### src/mis_pkg.sv
/*
 * Constants, types and register map of the MAC interface selector.
 * Assumes a 40 MHz system clock and word-indexed registers on the bus.
 */
`default_nettype none
package mis_pkg;
    // ****************************************
    // Timing
    // ****************************************
    localparam int unsigned CLK_HZ = 40_000_000;
    localparam int unsigned GIG_CLK_HZ = 125_000_000;
    localparam int unsigned FAST_CLK_HZ = 25_000_000;
    localparam int unsigned TEN_CLK_HZ = 2_500_000;
    localparam int unsigned GIG_HALF_RAW = CLK_HZ / (2 * GIG_CLK_HZ);
    localparam int unsigned FAST_HALF_RAW = CLK_HZ / (2 * FAST_CLK_HZ);
    localparam int unsigned TEN_HALF_RAW = CLK_HZ / (2 * TEN_CLK_HZ);
    localparam logic [7:0] GIG_HALF = (GIG_HALF_RAW < 1) ? 8'h01 : 8'(GIG_HALF_RAW);
    localparam logic [7:0] FAST_HALF = (FAST_HALF_RAW < 1) ? 8'h01 : 8'(FAST_HALF_RAW);
    localparam logic [7:0] TEN_HALF = (TEN_HALF_RAW < 1) ? 8'h01 : 8'(TEN_HALF_RAW);
    localparam logic [1:0] STRAP_WAIT = 2'h3;
    // ****************************************
    // Register indices (byte address = 4 x index)
    // ****************************************
    localparam logic [5:0] IDX_PHY_CONTROL = 6'h10;
    localparam logic [5:0] IDX_STATUS = 6'h11;
    localparam logic [5:0] IDX_SECOND_CONFIG = 6'h14;
    localparam logic [5:0] IDX_PARALLEL_CONTROL = 6'h32;
    localparam logic [5:0] IDX_STRAP_STATUS = 6'h33;
    // ****************************************
    // Fields and reset values
    // ****************************************
    localparam int unsigned SER_EN_BIT = 11;
    localparam int unsigned LOOPBACK_BIT = 14;
    localparam int unsigned NEG_EN_BIT = 0;
    localparam int unsigned SIX_WIRE_BIT = 1;
    localparam int unsigned ADAPT_BIT = 7;
    localparam int unsigned PAR_EN_BIT = 7;
    localparam int unsigned STRAP_SER_BIT = 0;
    localparam int unsigned STRAP_PAR_DIS_BIT = 1;
    localparam int unsigned STS_MODE_LSB = 0;
    localparam int unsigned STS_SPEED_LSB = 2;
    localparam int unsigned STS_AN_DONE_BIT = 4;
    localparam logic [15:0] PHY_CONTROL_RST = 16'h0000;
    localparam logic [15:0] SECOND_CONFIG_RST = 16'h0001;
    localparam logic [15:0] PARALLEL_CONTROL_RST = 16'h0000;
    // ****************************************
    // Stream and in-band word
    // ****************************************
    localparam logic [7:0] SFD_BYTE = 8'hD5;
    localparam logic [6:0] REP_GIG = 7'h01;
    localparam logic [6:0] REP_FAST = 7'h0A;
    localparam logic [6:0] REP_TEN = 7'h64;
    localparam int unsigned CFG_LINK_BIT = 15;
    localparam int unsigned CFG_ACK_BIT = 14;
    localparam int unsigned CFG_SPD_LSB = 10;
    localparam int unsigned CFG_SERIAL_BIT = 0;

    typedef enum logic [1:0] {SPD_10 = 2'h0, SPD_100 = 2'h1, SPD_1000 = 2'h2} mis_speed_e;
    typedef enum logic [1:0] {MODE_OFF = 2'h0, MODE_SERIAL = 2'h1, MODE_PARALLEL = 2'h2} mis_mode_e;
    typedef enum logic [1:0] {AN_IDLE = 2'h0, AN_SEND = 2'h1, AN_DONE = 2'h3} mis_an_e;
    typedef struct packed {
        logic valid;
        logic err;
        logic [7:0] data;
    } mis_byte_s;
endpackage
`default_nettype wire

### src/mis_mac_if_select.sv
/*
 * MAC interface selector: chooses serial or parallel MAC link, moves frame
 * bytes between the media side and the MAC, negotiates serial speed in band.
 * Assumes media stream, serial stream and bus on clk; straps and parallel
 * link pins arrive asynchronously.
 */
// Overview of operation
// - Serial enable wins; parallel only when serial off and parallel on.
// - Serial enable bit is loaded from the sampled serial strap pin.
// - Sampled serial and parallel-disable straps stay readable in strap status.
// - Serial link carries 1.25 Gbps differential data between device and MAC.
// - Transmit timing comes from incoming serial data, no MAC transmit clock.
// - Four-wire serial by default; six-wire adds a receive clock pair.
// - For MACs without clock recovery, drive a serial receive clock.
// - At 100 Mbps serial, each frame byte is repeated ten times.
// - Start-of-frame delimiter is sent once, never replicated.
// - In-band negotiation makes serial speed follow the media resolved speed.
// - In MAC loopback serial speed follows media speed selection in both modes.
// - Serial negotiation is on after reset until software disables it.
// - Clearing negotiation enable stops it and forces media resolved speed.
// - Forced serial speed works with negotiated or manual media speed.
// - At 10 Mbps serial rate adapts automatically, adapt bit untouched.
// - Parallel data and control use both rising and falling clock edges.
// - Parallel clocks run 2.5 MHz at 10 Mbps; 100 and 1000 Mbps give 20 MHz, not 25 or 125 MHz.
// - Gigabit parallel: low nibble on rising edge, high nibble on falling.
// - Control carries valid on rising edge, valid xor error on falling.
// - At 10/100 the nibble repeats on the falling edge.
`timescale 1ns/1ps
`default_nettype none
module mis_mac_if_select (
    // Clock and reset
    input wire logic clk,
    input wire logic resetn,
    // Register bus
    input wire logic [7:0] avs_address,
    input wire logic avs_read,
    input wire logic avs_write,
    input wire logic [31:0] avs_writedata,
    input wire logic [3:0] avs_byteenable,
    output logic [31:0] avs_readdata,
    output logic avs_waitrequest,
    // Straps
    input wire logic serial_enable_strap_pin,
    input wire logic parallel_disable_strap_pin,
    // Media side
    input wire logic [1:0] media_speed,
    input wire logic media_link,
    input wire mis_pkg::mis_byte_s media_rx,
    output logic media_rx_ready,
    output mis_pkg::mis_byte_s media_tx,
    // Serial MAC link
    input wire mis_pkg::mis_byte_s ser_rx_in,
    output mis_pkg::mis_byte_s ser_tx,
    output logic [15:0] ser_cfg_word,
    output logic ser_cfg_valid,
    input wire logic ser_cfg_ack,
    output logic ser_rxclk_out,
    // Parallel MAC link
    input wire logic par_txclk,
    input wire logic [3:0] par_txd,
    input wire logic par_txctl,
    output logic par_rxclk,
    output logic [3:0] par_rxd,
    output logic par_rxctl
);
    // ****************************************
    // Register bus slave
    // ****************************************
    logic ack_reg, req, wr_go;
    logic [5:0] idx;
    logic [31:0] readdata_reg;
    logic [15:0] phy_control_reg, second_config_reg, parallel_if_control_reg, status_word;
    logic [1:0] strap_status_one;

    function automatic logic [15:0] merge16(input logic [15:0] old, input logic [31:0] wd,
                                            input logic [3:0] be);
        merge16 = {be[1] ? wd[15:8] : old[15:8], be[0] ? wd[7:0] : old[7:0]};
    endfunction

    assign idx = avs_address[7:2];
    assign req = avs_read | avs_write;
    assign avs_waitrequest = req & ~ack_reg;
    assign wr_go = avs_write & ack_reg;
    assign avs_readdata = readdata_reg;

    always_ff @(posedge clk) begin
        if (!resetn) begin
            ack_reg <= 1'b0;
        end else begin
            ack_reg <= req & ~ack_reg;
        end
    end

    always_ff @(posedge clk) begin
        if (!resetn) begin
            readdata_reg <= 32'h00000000;
        end else if (avs_read && !ack_reg) begin
            unique case (idx)
                mis_pkg::IDX_PHY_CONTROL: readdata_reg <= {16'h0000, phy_control_reg};
                mis_pkg::IDX_STATUS: readdata_reg <= {16'h0000, status_word};
                mis_pkg::IDX_SECOND_CONFIG: readdata_reg <= {16'h0000, second_config_reg};
                mis_pkg::IDX_PARALLEL_CONTROL: readdata_reg <= {16'h0000, parallel_if_control_reg};
                mis_pkg::IDX_STRAP_STATUS: readdata_reg <= {30'h00000000, strap_status_one};
                default: readdata_reg <= 32'h00000000;
            endcase
        end
    end

    // ****************************************
    // Strap sampling
    // ****************************************
    logic [1:0] strap_meta_reg, strap_sync_reg, strap_cnt_reg;
    logic strap_load;

    always_ff @(posedge clk) begin
        strap_meta_reg <= {parallel_disable_strap_pin, serial_enable_strap_pin};
        strap_sync_reg <= strap_meta_reg;
    end

    always_ff @(posedge clk) begin
        if (!resetn) begin
            strap_cnt_reg <= 2'h0;
        end else if (strap_cnt_reg != mis_pkg::STRAP_WAIT) begin
            strap_cnt_reg <= strap_cnt_reg + 2'h1;
        end
    end

    assign strap_load = (strap_cnt_reg == mis_pkg::STRAP_WAIT - 2'h1);

    always_ff @(posedge clk) begin
        if (!resetn) begin
            strap_status_one <= 2'h0;
        end else if (strap_load) begin
            strap_status_one <= strap_sync_reg;
        end
    end

    // ****************************************
    // Control registers
    // ****************************************
    always_ff @(posedge clk) begin
        if (!resetn) begin
            phy_control_reg <= mis_pkg::PHY_CONTROL_RST;
        end else if (strap_load) begin
            phy_control_reg[mis_pkg::SER_EN_BIT] <= strap_sync_reg[mis_pkg::STRAP_SER_BIT];
        end else if (wr_go && idx == mis_pkg::IDX_PHY_CONTROL) begin
            phy_control_reg <= merge16(phy_control_reg, avs_writedata, avs_byteenable);
        end
    end

    always_ff @(posedge clk) begin
        if (!resetn) begin
            second_config_reg <= mis_pkg::SECOND_CONFIG_RST;
        end else if (wr_go && idx == mis_pkg::IDX_SECOND_CONFIG) begin
            second_config_reg <= merge16(second_config_reg, avs_writedata, avs_byteenable);
        end
    end

    always_ff @(posedge clk) begin
        if (!resetn) begin
            parallel_if_control_reg <= mis_pkg::PARALLEL_CONTROL_RST;
        end else if (strap_load) begin
            parallel_if_control_reg[mis_pkg::PAR_EN_BIT] <=
                ~strap_sync_reg[mis_pkg::STRAP_PAR_DIS_BIT];
        end else if (wr_go && idx == mis_pkg::IDX_PARALLEL_CONTROL) begin
            parallel_if_control_reg <= merge16(parallel_if_control_reg, avs_writedata,
                                               avs_byteenable);
        end
    end

    // ****************************************
    // Mode and serial speed
    // ****************************************
    mis_pkg::mis_mode_e mode;
    mis_pkg::mis_an_e an_state_reg;
    mis_pkg::mis_speed_e an_speed_reg, ser_speed, par_speed;
    logic serial_negotiation_enable, loopback, six_wire, ser_live;
    logic [6:0] ser_rep;

    assign serial_negotiation_enable = second_config_reg[mis_pkg::NEG_EN_BIT];
    assign loopback = phy_control_reg[mis_pkg::LOOPBACK_BIT];
    assign six_wire = second_config_reg[mis_pkg::SIX_WIRE_BIT];
    assign par_speed = mis_pkg::mis_speed_e'(media_speed);

    always_comb begin
        if (phy_control_reg[mis_pkg::SER_EN_BIT]) begin
            mode = mis_pkg::MODE_SERIAL;
        end else if (parallel_if_control_reg[mis_pkg::PAR_EN_BIT]) begin
            mode = mis_pkg::MODE_PARALLEL;
        end else begin
            mode = mis_pkg::MODE_OFF;
        end
    end

    // Forced or loopback speed tracks media side; else the negotiated one
    assign ser_speed = (loopback || !serial_negotiation_enable) ? par_speed : an_speed_reg;
    assign ser_live = (mode == mis_pkg::MODE_SERIAL) &&
                      (!serial_negotiation_enable || an_state_reg == mis_pkg::AN_DONE);

    // Ten meg adapts by a deeper replication; the adapt bit is only stored
    always_comb begin
        unique case (ser_speed)
            mis_pkg::SPD_10: ser_rep = mis_pkg::REP_TEN;
            mis_pkg::SPD_100: ser_rep = mis_pkg::REP_FAST;
            default: ser_rep = mis_pkg::REP_GIG;
        endcase
    end

    always_ff @(posedge clk) begin
        if (!resetn) begin
            an_state_reg <= mis_pkg::AN_IDLE;
            an_speed_reg <= mis_pkg::SPD_1000;
        end else if (mode != mis_pkg::MODE_SERIAL || !serial_negotiation_enable || !media_link) begin
            an_state_reg <= mis_pkg::AN_IDLE;
        end else begin
            unique case (an_state_reg)
                mis_pkg::AN_IDLE: an_state_reg <= mis_pkg::AN_SEND;
                mis_pkg::AN_SEND: begin
                    if (ser_cfg_ack) begin
                        an_state_reg <= mis_pkg::AN_DONE;
                        an_speed_reg <= par_speed;
                    end
                end
                mis_pkg::AN_DONE: begin
                    if (par_speed != an_speed_reg) begin
                        an_state_reg <= mis_pkg::AN_IDLE;
                    end
                end
                default: an_state_reg <= mis_pkg::AN_IDLE;
            endcase
        end
    end

    always_ff @(posedge clk) begin
        if (!resetn) begin
            ser_cfg_word <= 16'h0000;
            ser_cfg_valid <= 1'b0;
        end else begin
            ser_cfg_valid <= (an_state_reg == mis_pkg::AN_SEND);
            ser_cfg_word <= 16'h0000;
            ser_cfg_word[mis_pkg::CFG_LINK_BIT] <= media_link;
            ser_cfg_word[mis_pkg::CFG_ACK_BIT] <= ser_cfg_ack;
            ser_cfg_word[mis_pkg::CFG_SPD_LSB +: 2] <= media_speed;
            ser_cfg_word[mis_pkg::CFG_SERIAL_BIT] <= 1'b1;
        end
    end

    always_comb begin
        status_word = 16'h0000;
        status_word[mis_pkg::STS_MODE_LSB +: 2] = mode;
        status_word[mis_pkg::STS_SPEED_LSB +: 2] = ser_speed;
        status_word[mis_pkg::STS_AN_DONE_BIT] = (an_state_reg == mis_pkg::AN_DONE);
    end

    // ****************************************
    // Serial path towards the MAC
    // ****************************************
    logic [6:0] rep_left_reg;
    logic [7:0] rep_byte_reg;
    logic ser_ready, par_ready, ser_clk_reg;

    assign ser_ready = ser_live && rep_left_reg == 7'h00;

    always_ff @(posedge clk) begin
        if (!resetn || !ser_live) begin
            rep_left_reg <= 7'h00;
            rep_byte_reg <= 8'h00;
            ser_tx <= '0;
        end else if (rep_left_reg != 7'h00) begin
            rep_left_reg <= rep_left_reg - 7'h01;
            ser_tx <= '{valid: 1'b1, err: 1'b0, data: rep_byte_reg};
        end else begin
            ser_tx <= media_rx;
            rep_byte_reg <= media_rx.data;
            if (media_rx.valid && media_rx.data != mis_pkg::SFD_BYTE) begin
                rep_left_reg <= ser_rep - 7'h01;
            end
        end
    end

    // Six-wire receive clock: toggles every clk, one period per two byte slots
    always_ff @(posedge clk) begin
        if (!resetn || !(six_wire && mode == mis_pkg::MODE_SERIAL)) begin
            ser_clk_reg <= 1'b0;
        end else begin
            ser_clk_reg <= ~ser_clk_reg;
        end
    end
    assign ser_rxclk_out = ser_clk_reg;

    // ****************************************
    // Parallel path towards the MAC
    // ****************************************
    logic [7:0] half_reg, half_cnt_reg, par_byte_reg;
    logic par_on, toggle, rise_evt, fall_evt, par_gig, rx_hi_reg, par_valid_reg, par_err_reg;

    assign par_on = (mode == mis_pkg::MODE_PARALLEL);
    assign par_gig = (par_speed == mis_pkg::SPD_1000);
    assign toggle = par_on && half_cnt_reg + 8'h01 >= half_reg;
    assign rise_evt = toggle && !par_rxclk;
    assign fall_evt = toggle && par_rxclk;
    assign par_ready = rise_evt && (par_gig || !rx_hi_reg);
    assign media_rx_ready = ser_ready || par_ready;

    always_comb begin
        unique case (par_speed)
            mis_pkg::SPD_10: half_reg = mis_pkg::TEN_HALF;
            mis_pkg::SPD_100: half_reg = mis_pkg::FAST_HALF;
            default: half_reg = mis_pkg::GIG_HALF;
        endcase
    end

    always_ff @(posedge clk) begin
        if (!resetn || !par_on) begin
            half_cnt_reg <= 8'h00;
            par_rxclk <= 1'b0;
        end else if (toggle) begin
            half_cnt_reg <= 8'h00;
            par_rxclk <= ~par_rxclk;
        end else begin
            half_cnt_reg <= half_cnt_reg + 8'h01;
        end
    end

    always_ff @(posedge clk) begin
        if (!resetn || !par_on) begin
            rx_hi_reg <= 1'b0;
            par_byte_reg <= 8'h00;
            par_valid_reg <= 1'b0;
            par_err_reg <= 1'b0;
            par_rxd <= 4'h0;
            par_rxctl <= 1'b0;
        end else if (par_ready) begin
            par_byte_reg <= media_rx.data;
            par_valid_reg <= media_rx.valid;
            par_err_reg <= media_rx.err;
            par_rxd <= media_rx.data[3:0];
            par_rxctl <= media_rx.valid;
            rx_hi_reg <= !par_gig && media_rx.valid;
        end else if (rise_evt) begin
            par_rxd <= par_byte_reg[7:4];
            par_rxctl <= par_valid_reg;
            rx_hi_reg <= 1'b0;
        end else if (fall_evt) begin
            if (par_gig) begin
                par_rxd <= par_byte_reg[7:4];
            end
            par_rxctl <= par_valid_reg ^ par_err_reg;
        end
    end

    // ****************************************
    // Paths from the MAC to the media side
    // ****************************************
    logic [5:0] pin_meta_reg, pin_sync_reg;
    logic [6:0] derep_left_reg;
    logic tclk_prev_reg, t_rise, t_fall, tx_valid_reg, tx_nib_hi_reg;
    logic [3:0] lo_nib_reg;

    always_ff @(posedge clk) begin
        pin_meta_reg <= {par_txclk, par_txctl, par_txd};
        pin_sync_reg <= pin_meta_reg;
    end

    always_ff @(posedge clk) begin
        if (!resetn) begin
            tclk_prev_reg <= 1'b0;
        end else begin
            tclk_prev_reg <= pin_sync_reg[5];
        end
    end

    // Edges only count while the parallel link is the selected mode
    assign t_rise = par_on && pin_sync_reg[5] && !tclk_prev_reg;
    assign t_fall = par_on && !pin_sync_reg[5] && tclk_prev_reg;

    always_ff @(posedge clk) begin
        if (!resetn) begin
            derep_left_reg <= 7'h00;
            lo_nib_reg <= 4'h0;
            tx_valid_reg <= 1'b0;
            tx_nib_hi_reg <= 1'b0;
            media_tx <= '0;
        end else begin
            media_tx <= '0;
            if (ser_live) begin
                if (!ser_rx_in.valid) begin
                    derep_left_reg <= 7'h00;
                end else if (derep_left_reg == 7'h00 || ser_rx_in.data == mis_pkg::SFD_BYTE) begin
                    media_tx <= ser_rx_in;
                    derep_left_reg <= (ser_rx_in.data == mis_pkg::SFD_BYTE) ? 7'h00 : ser_rep - 7'h01;
                end else begin
                    derep_left_reg <= derep_left_reg - 7'h01;
                end
            end else if (t_rise) begin
                tx_valid_reg <= pin_sync_reg[4];
                if (par_gig || !tx_nib_hi_reg) begin
                    lo_nib_reg <= pin_sync_reg[3:0];
                    tx_nib_hi_reg <= !par_gig && pin_sync_reg[4];
                end else begin
                    media_tx <= '{valid: pin_sync_reg[4], err: 1'b0,
                                  data: {pin_sync_reg[3:0], lo_nib_reg}};
                    tx_nib_hi_reg <= 1'b0;
                end
            end else if (t_fall && par_gig && tx_valid_reg) begin
                media_tx <= '{valid: 1'b1, err: pin_sync_reg[4] ^ tx_valid_reg,
                              data: {pin_sync_reg[3:0], lo_nib_reg}};
            end
        end
    end
endmodule // mis_mac_if_select
`default_nettype wire

### config.mk
export PLATFORM = sky130hd
export DESIGN_NAME = mis_mac_if_select
export DESIGN_NICKNAME = d
export VERILOG_FILES = /design/src/mis_pkg.sv /design/src/mis_mac_if_select.sv
export SDC_FILE = /design/constraint.sdc
export NUM_CORES = 1
export LEC_CHECK = 0
export BUFFER_PORTS_ARGS = -buffer_cell sky130_fd_sc_hd__buf_2
export CAP_MARGIN = 20
export CORE_UTILIZATION = 35
export DETAILED_ROUTE_END_ITERATION = 8
export PLACE_DENSITY = 0.67
export SYNTH_ARGS = -nofsm -noshare
export SYNTH_HDL_FRONTEND = slang
export SYNTH_SLANG_ARGS = --single-unit
### constraint.sdc
create_clock -name clk -period 3.1 [get_ports clk]
set_input_delay 0.62 -clock clk [delete_from_list [all_inputs] [get_ports clk]]
set_output_delay 0.62 -clock clk [all_outputs]
set_load 0.02 [all_outputs]
==> summary.md <==
| Metric | Value |
|---|---|
| Slowest cell on the critical path | a2111oi_4 |
| Final wirelength | 16000 um |
| Post-layout util | 43.6% |
| CP Class | in2out |
| Register share of total power | 48.7% |
| DRT Pass-1 Iters | 5 |
| Die ar. | 0.0200 mm2 |
| WL/cell | 14.4 um |
| Die Ht | 142 um |
| H-tree Lvls | 4 |
| Minimum clock period | 3.01 ns |
| Hold EP | pin_meta_reg[5] |
| Fmax | 332 MHz |
| I/O Buffers | 110 |
| Ys async rst share | 0% |
| Crit start category | primary input |
| IO Pins | 158 |
| YS warnings | 0 |
| Worst path cell trace | buf_2 -> nor2_2 -> inv_1 -> ha_1 -> nor2_1 -> a31oi_1 -> a2111oi_4 -> nand2_1 -> a32o_2 -> buf_4 |
| First-pass GRT wire length | 25500 um |
| Reg2reg start | rep_left_reg[0] |
| Pwr Density | 551 mW/mm2 |
| PnR worst setup slack | 0.0895 ns |
| Hold WC Path Type | in2reg |
| CTS sink count | 166 |
| Logic gate share of total power | 7.3% |
| CP endpoint kind | primary output |
| Family with the most delay on the worst path | compound AO/OA/AOI/OAI gates |
| R2r worst-path depth | 6 |
| Synth Area per Inst | 9.37 um2 |
| Largest area contributor in the netlist | dfxtp_1 |
| Residual DRC | 0 |
| Slew margin rel. | 52.1% |
| Predominant post-synthesis flop cell | dfxtp_1 |
| Ant diodes | 0 |
| CTS tree | done |
| Met2 routed WL | 7490 um |
| Commonest non-fill, non-tap cell in the layout | dfxtp_1 |
| GP Congestion | 0.822 |
| Area after detailed placement | 0.00760 mm2 |
| Cell Int Power | 3.37 mW |
| Synth top area cells | dfxtp_1 (49%), mux2i_1 (9.1%), nor2_1 (5.3%) |
| Clock Latency Late Sink | 0.42 ns |
| Seq/Total Area, Yosys | 48.8% |
| EDFF count, synth | 0 |
| Final setup violation count | 0 |
| Max clock buf depth | 2 |
| Crit path DAT | 2.39 ns |
| Site Rows | 50 |
| Crit path buf inv count | 3 |
| Initial drt markers | 342 |
| Uppermost layer routed | met4 |
| FF-to-FF setup slack | 0.71 ns |
| Power share of the clock group | 43.9% |
| Die width | 142 um |
| HPWL Detailed | 11200 um |
| Initial Util | 36.1% |
| Root Driver | clkbuf_16 |
| Core Area | 0.0189 mm2 |
| Yosys reg bits | 166 |
| Most frequent cells in the layout | dfxtp_1 (163), buf_2 (109), nor2_1 (96), nand2_1 (68), mux2i_1 (62) |
| Worst-path fanout max | 2 |
| Layout Nets | 931 |
| DR vias/cell | 4.94 |
| Share of cells above drive strength 1 | 22.3% |
| Fin area | 0.00824 mm2 |
| GRT Util Overall | 16.2% |
| Worst Hold Depth | 1 |
| Setup TNS | 0 ns |
| Sw Ratio | 25.8% |
| Met1 wire length | 7510 um |
| Yosys top cell area share | 48.8% |
| Max_cap viols | 0 |
| Fin. Hold Viols | 0 |
| Reg-to-reg endpoint | rep_left_reg[0] |
| Synth cell types | 67 |
| Initial antenna violation count | 0 |
| Outcome | complete, no violations |
| Vias in the first global route | 5097 |
| Final non-filler cell total | 1116 |
| Hold path start | par_txclk |
| Routed vias | 5515 |
| Area growth syn-to-layout | 20.9% |
| Worst-path clk slew | 0.07 ns |
| Final ANT Viol Nets | 0 |
| Placed cell count | 1083 |
| Worst vdd ir | 0.000402 V |
| Hold Buf Count CTS | 0 |
| Clock Skew | 0.00850 ns |
| Max incr delay on CP | 0.37 ns |
| TritonCTS buffer count | 17 |
| Cell count after synthesis | 727 |
| GRT Residual Overflow | 0 |
| Leak | 3.45 nW |
| Post-Syn Area | 0.00681 mm2 |
| Period utilization | 97.1% |
| P_sw | 1.17 mW |
| Dpl ws | 0.0656 ns |
| Worst-Margin Slew | 0.718 ns |
| Slew Limit Fails | 0 |
| Largest net degree at the start of global routing | 59 |
| Met3 wire length | 794 um |
| Worst path required time | 2.48 ns |
## power by group through the flow
stage | combinational [mW] | sequential, mW | clock [mW]
2_1_floorplan | 0.221 | 2.26 | 0
3_3_place_gp | 0.324 | 2.26 | 0
3_5_place_dp | 0.326 | 2.26 | 0
4_1_cts | 0.328 | 2.21 | 2.06
5_1_grt | 0.364 | 2.22 | 2.16
6_report | 0.332 | 2.21 | 1.99
## layer usage
layer | up-vias | GRT usage, %
met5 | - | 0
met4 | 0 | 5.77
met3 | 18 | 3.68
met2 | 159 | 26.4
met1 | 2599 | 21.0
li1 | 2739 | -
## Yosys cell counts, drive strengths merged (8+ instances only)
master,instances
xnor2,8
a21oi,38
a22oi,10
dfxtp,166
nor3,18
o21ai,20
nand3,19
clkbuf,25
buf,41
a222oi,16
or3,8
nand2b,11
and3,8
inv,12
nor2,97
nand2,68
mux2i,62
ha,8
## kinds of logic after synthesis
| family | count (synthesis) | share of synthesized area (%) |
|---|---|---|
| and+or+nand+nor | 271 | 19.6 |
| buffers and inverters | 79 | 6.26 |
| DFF | 166 | 48.8 |
| xor gates and xnor gates | 12 | 1.54 |
| adders and majority gates | 8 | 1.47 |
| muxes | 66 | 9.77 |
| other | 1 | 0.0550 |
| AOI/OAI and AO/OA | 124 | 12.5 |
## metrics by stage
stage               hold WS [ns]  total power [mW]
detailed placement         0.316              2.59
CTS                        0.272              4.60
finish                     0.292              4.54
global placement           0.312              2.59
global route               0.273              4.74
floorplan                  0.310              2.48
## how the worst max path moves through the flow
stage	start	end	slack [ns]	cells past startpoint
2_1_floorplan	media_speed[0]	media_rx_ready	0.07	9
3_3_place_gp	media_speed[1]	media_rx_ready	0.06	10
3_5_place_dp	media_speed[1]	media_rx_ready	0.07	10
4_1_cts	half_cnt_reg[2]	media_rx_ready	0.03	9
5_1_grt	media_speed[0]	media_rx_ready	-0.02	10
6_report	media_speed[0]	media_rx_ready	0.09	10
## layout make-up
cell class	count	area, um2
timing repair buffer	133	738
sequential	166	3330
clock buffer	19	443
tap	260	325
multi-input combinational	512	3230
inverter	13	48.8
fill	1887	10700
clock inverter	13	114
## timing repair
item / CTS / global route
pin swaps: 0 / 4
setup endpoints to repair: 1 / 1
gates resized for setup: 3 / 13
buffers inserted: 0 / 1
No activity file was read; power rests on OpenSTA's default activity.
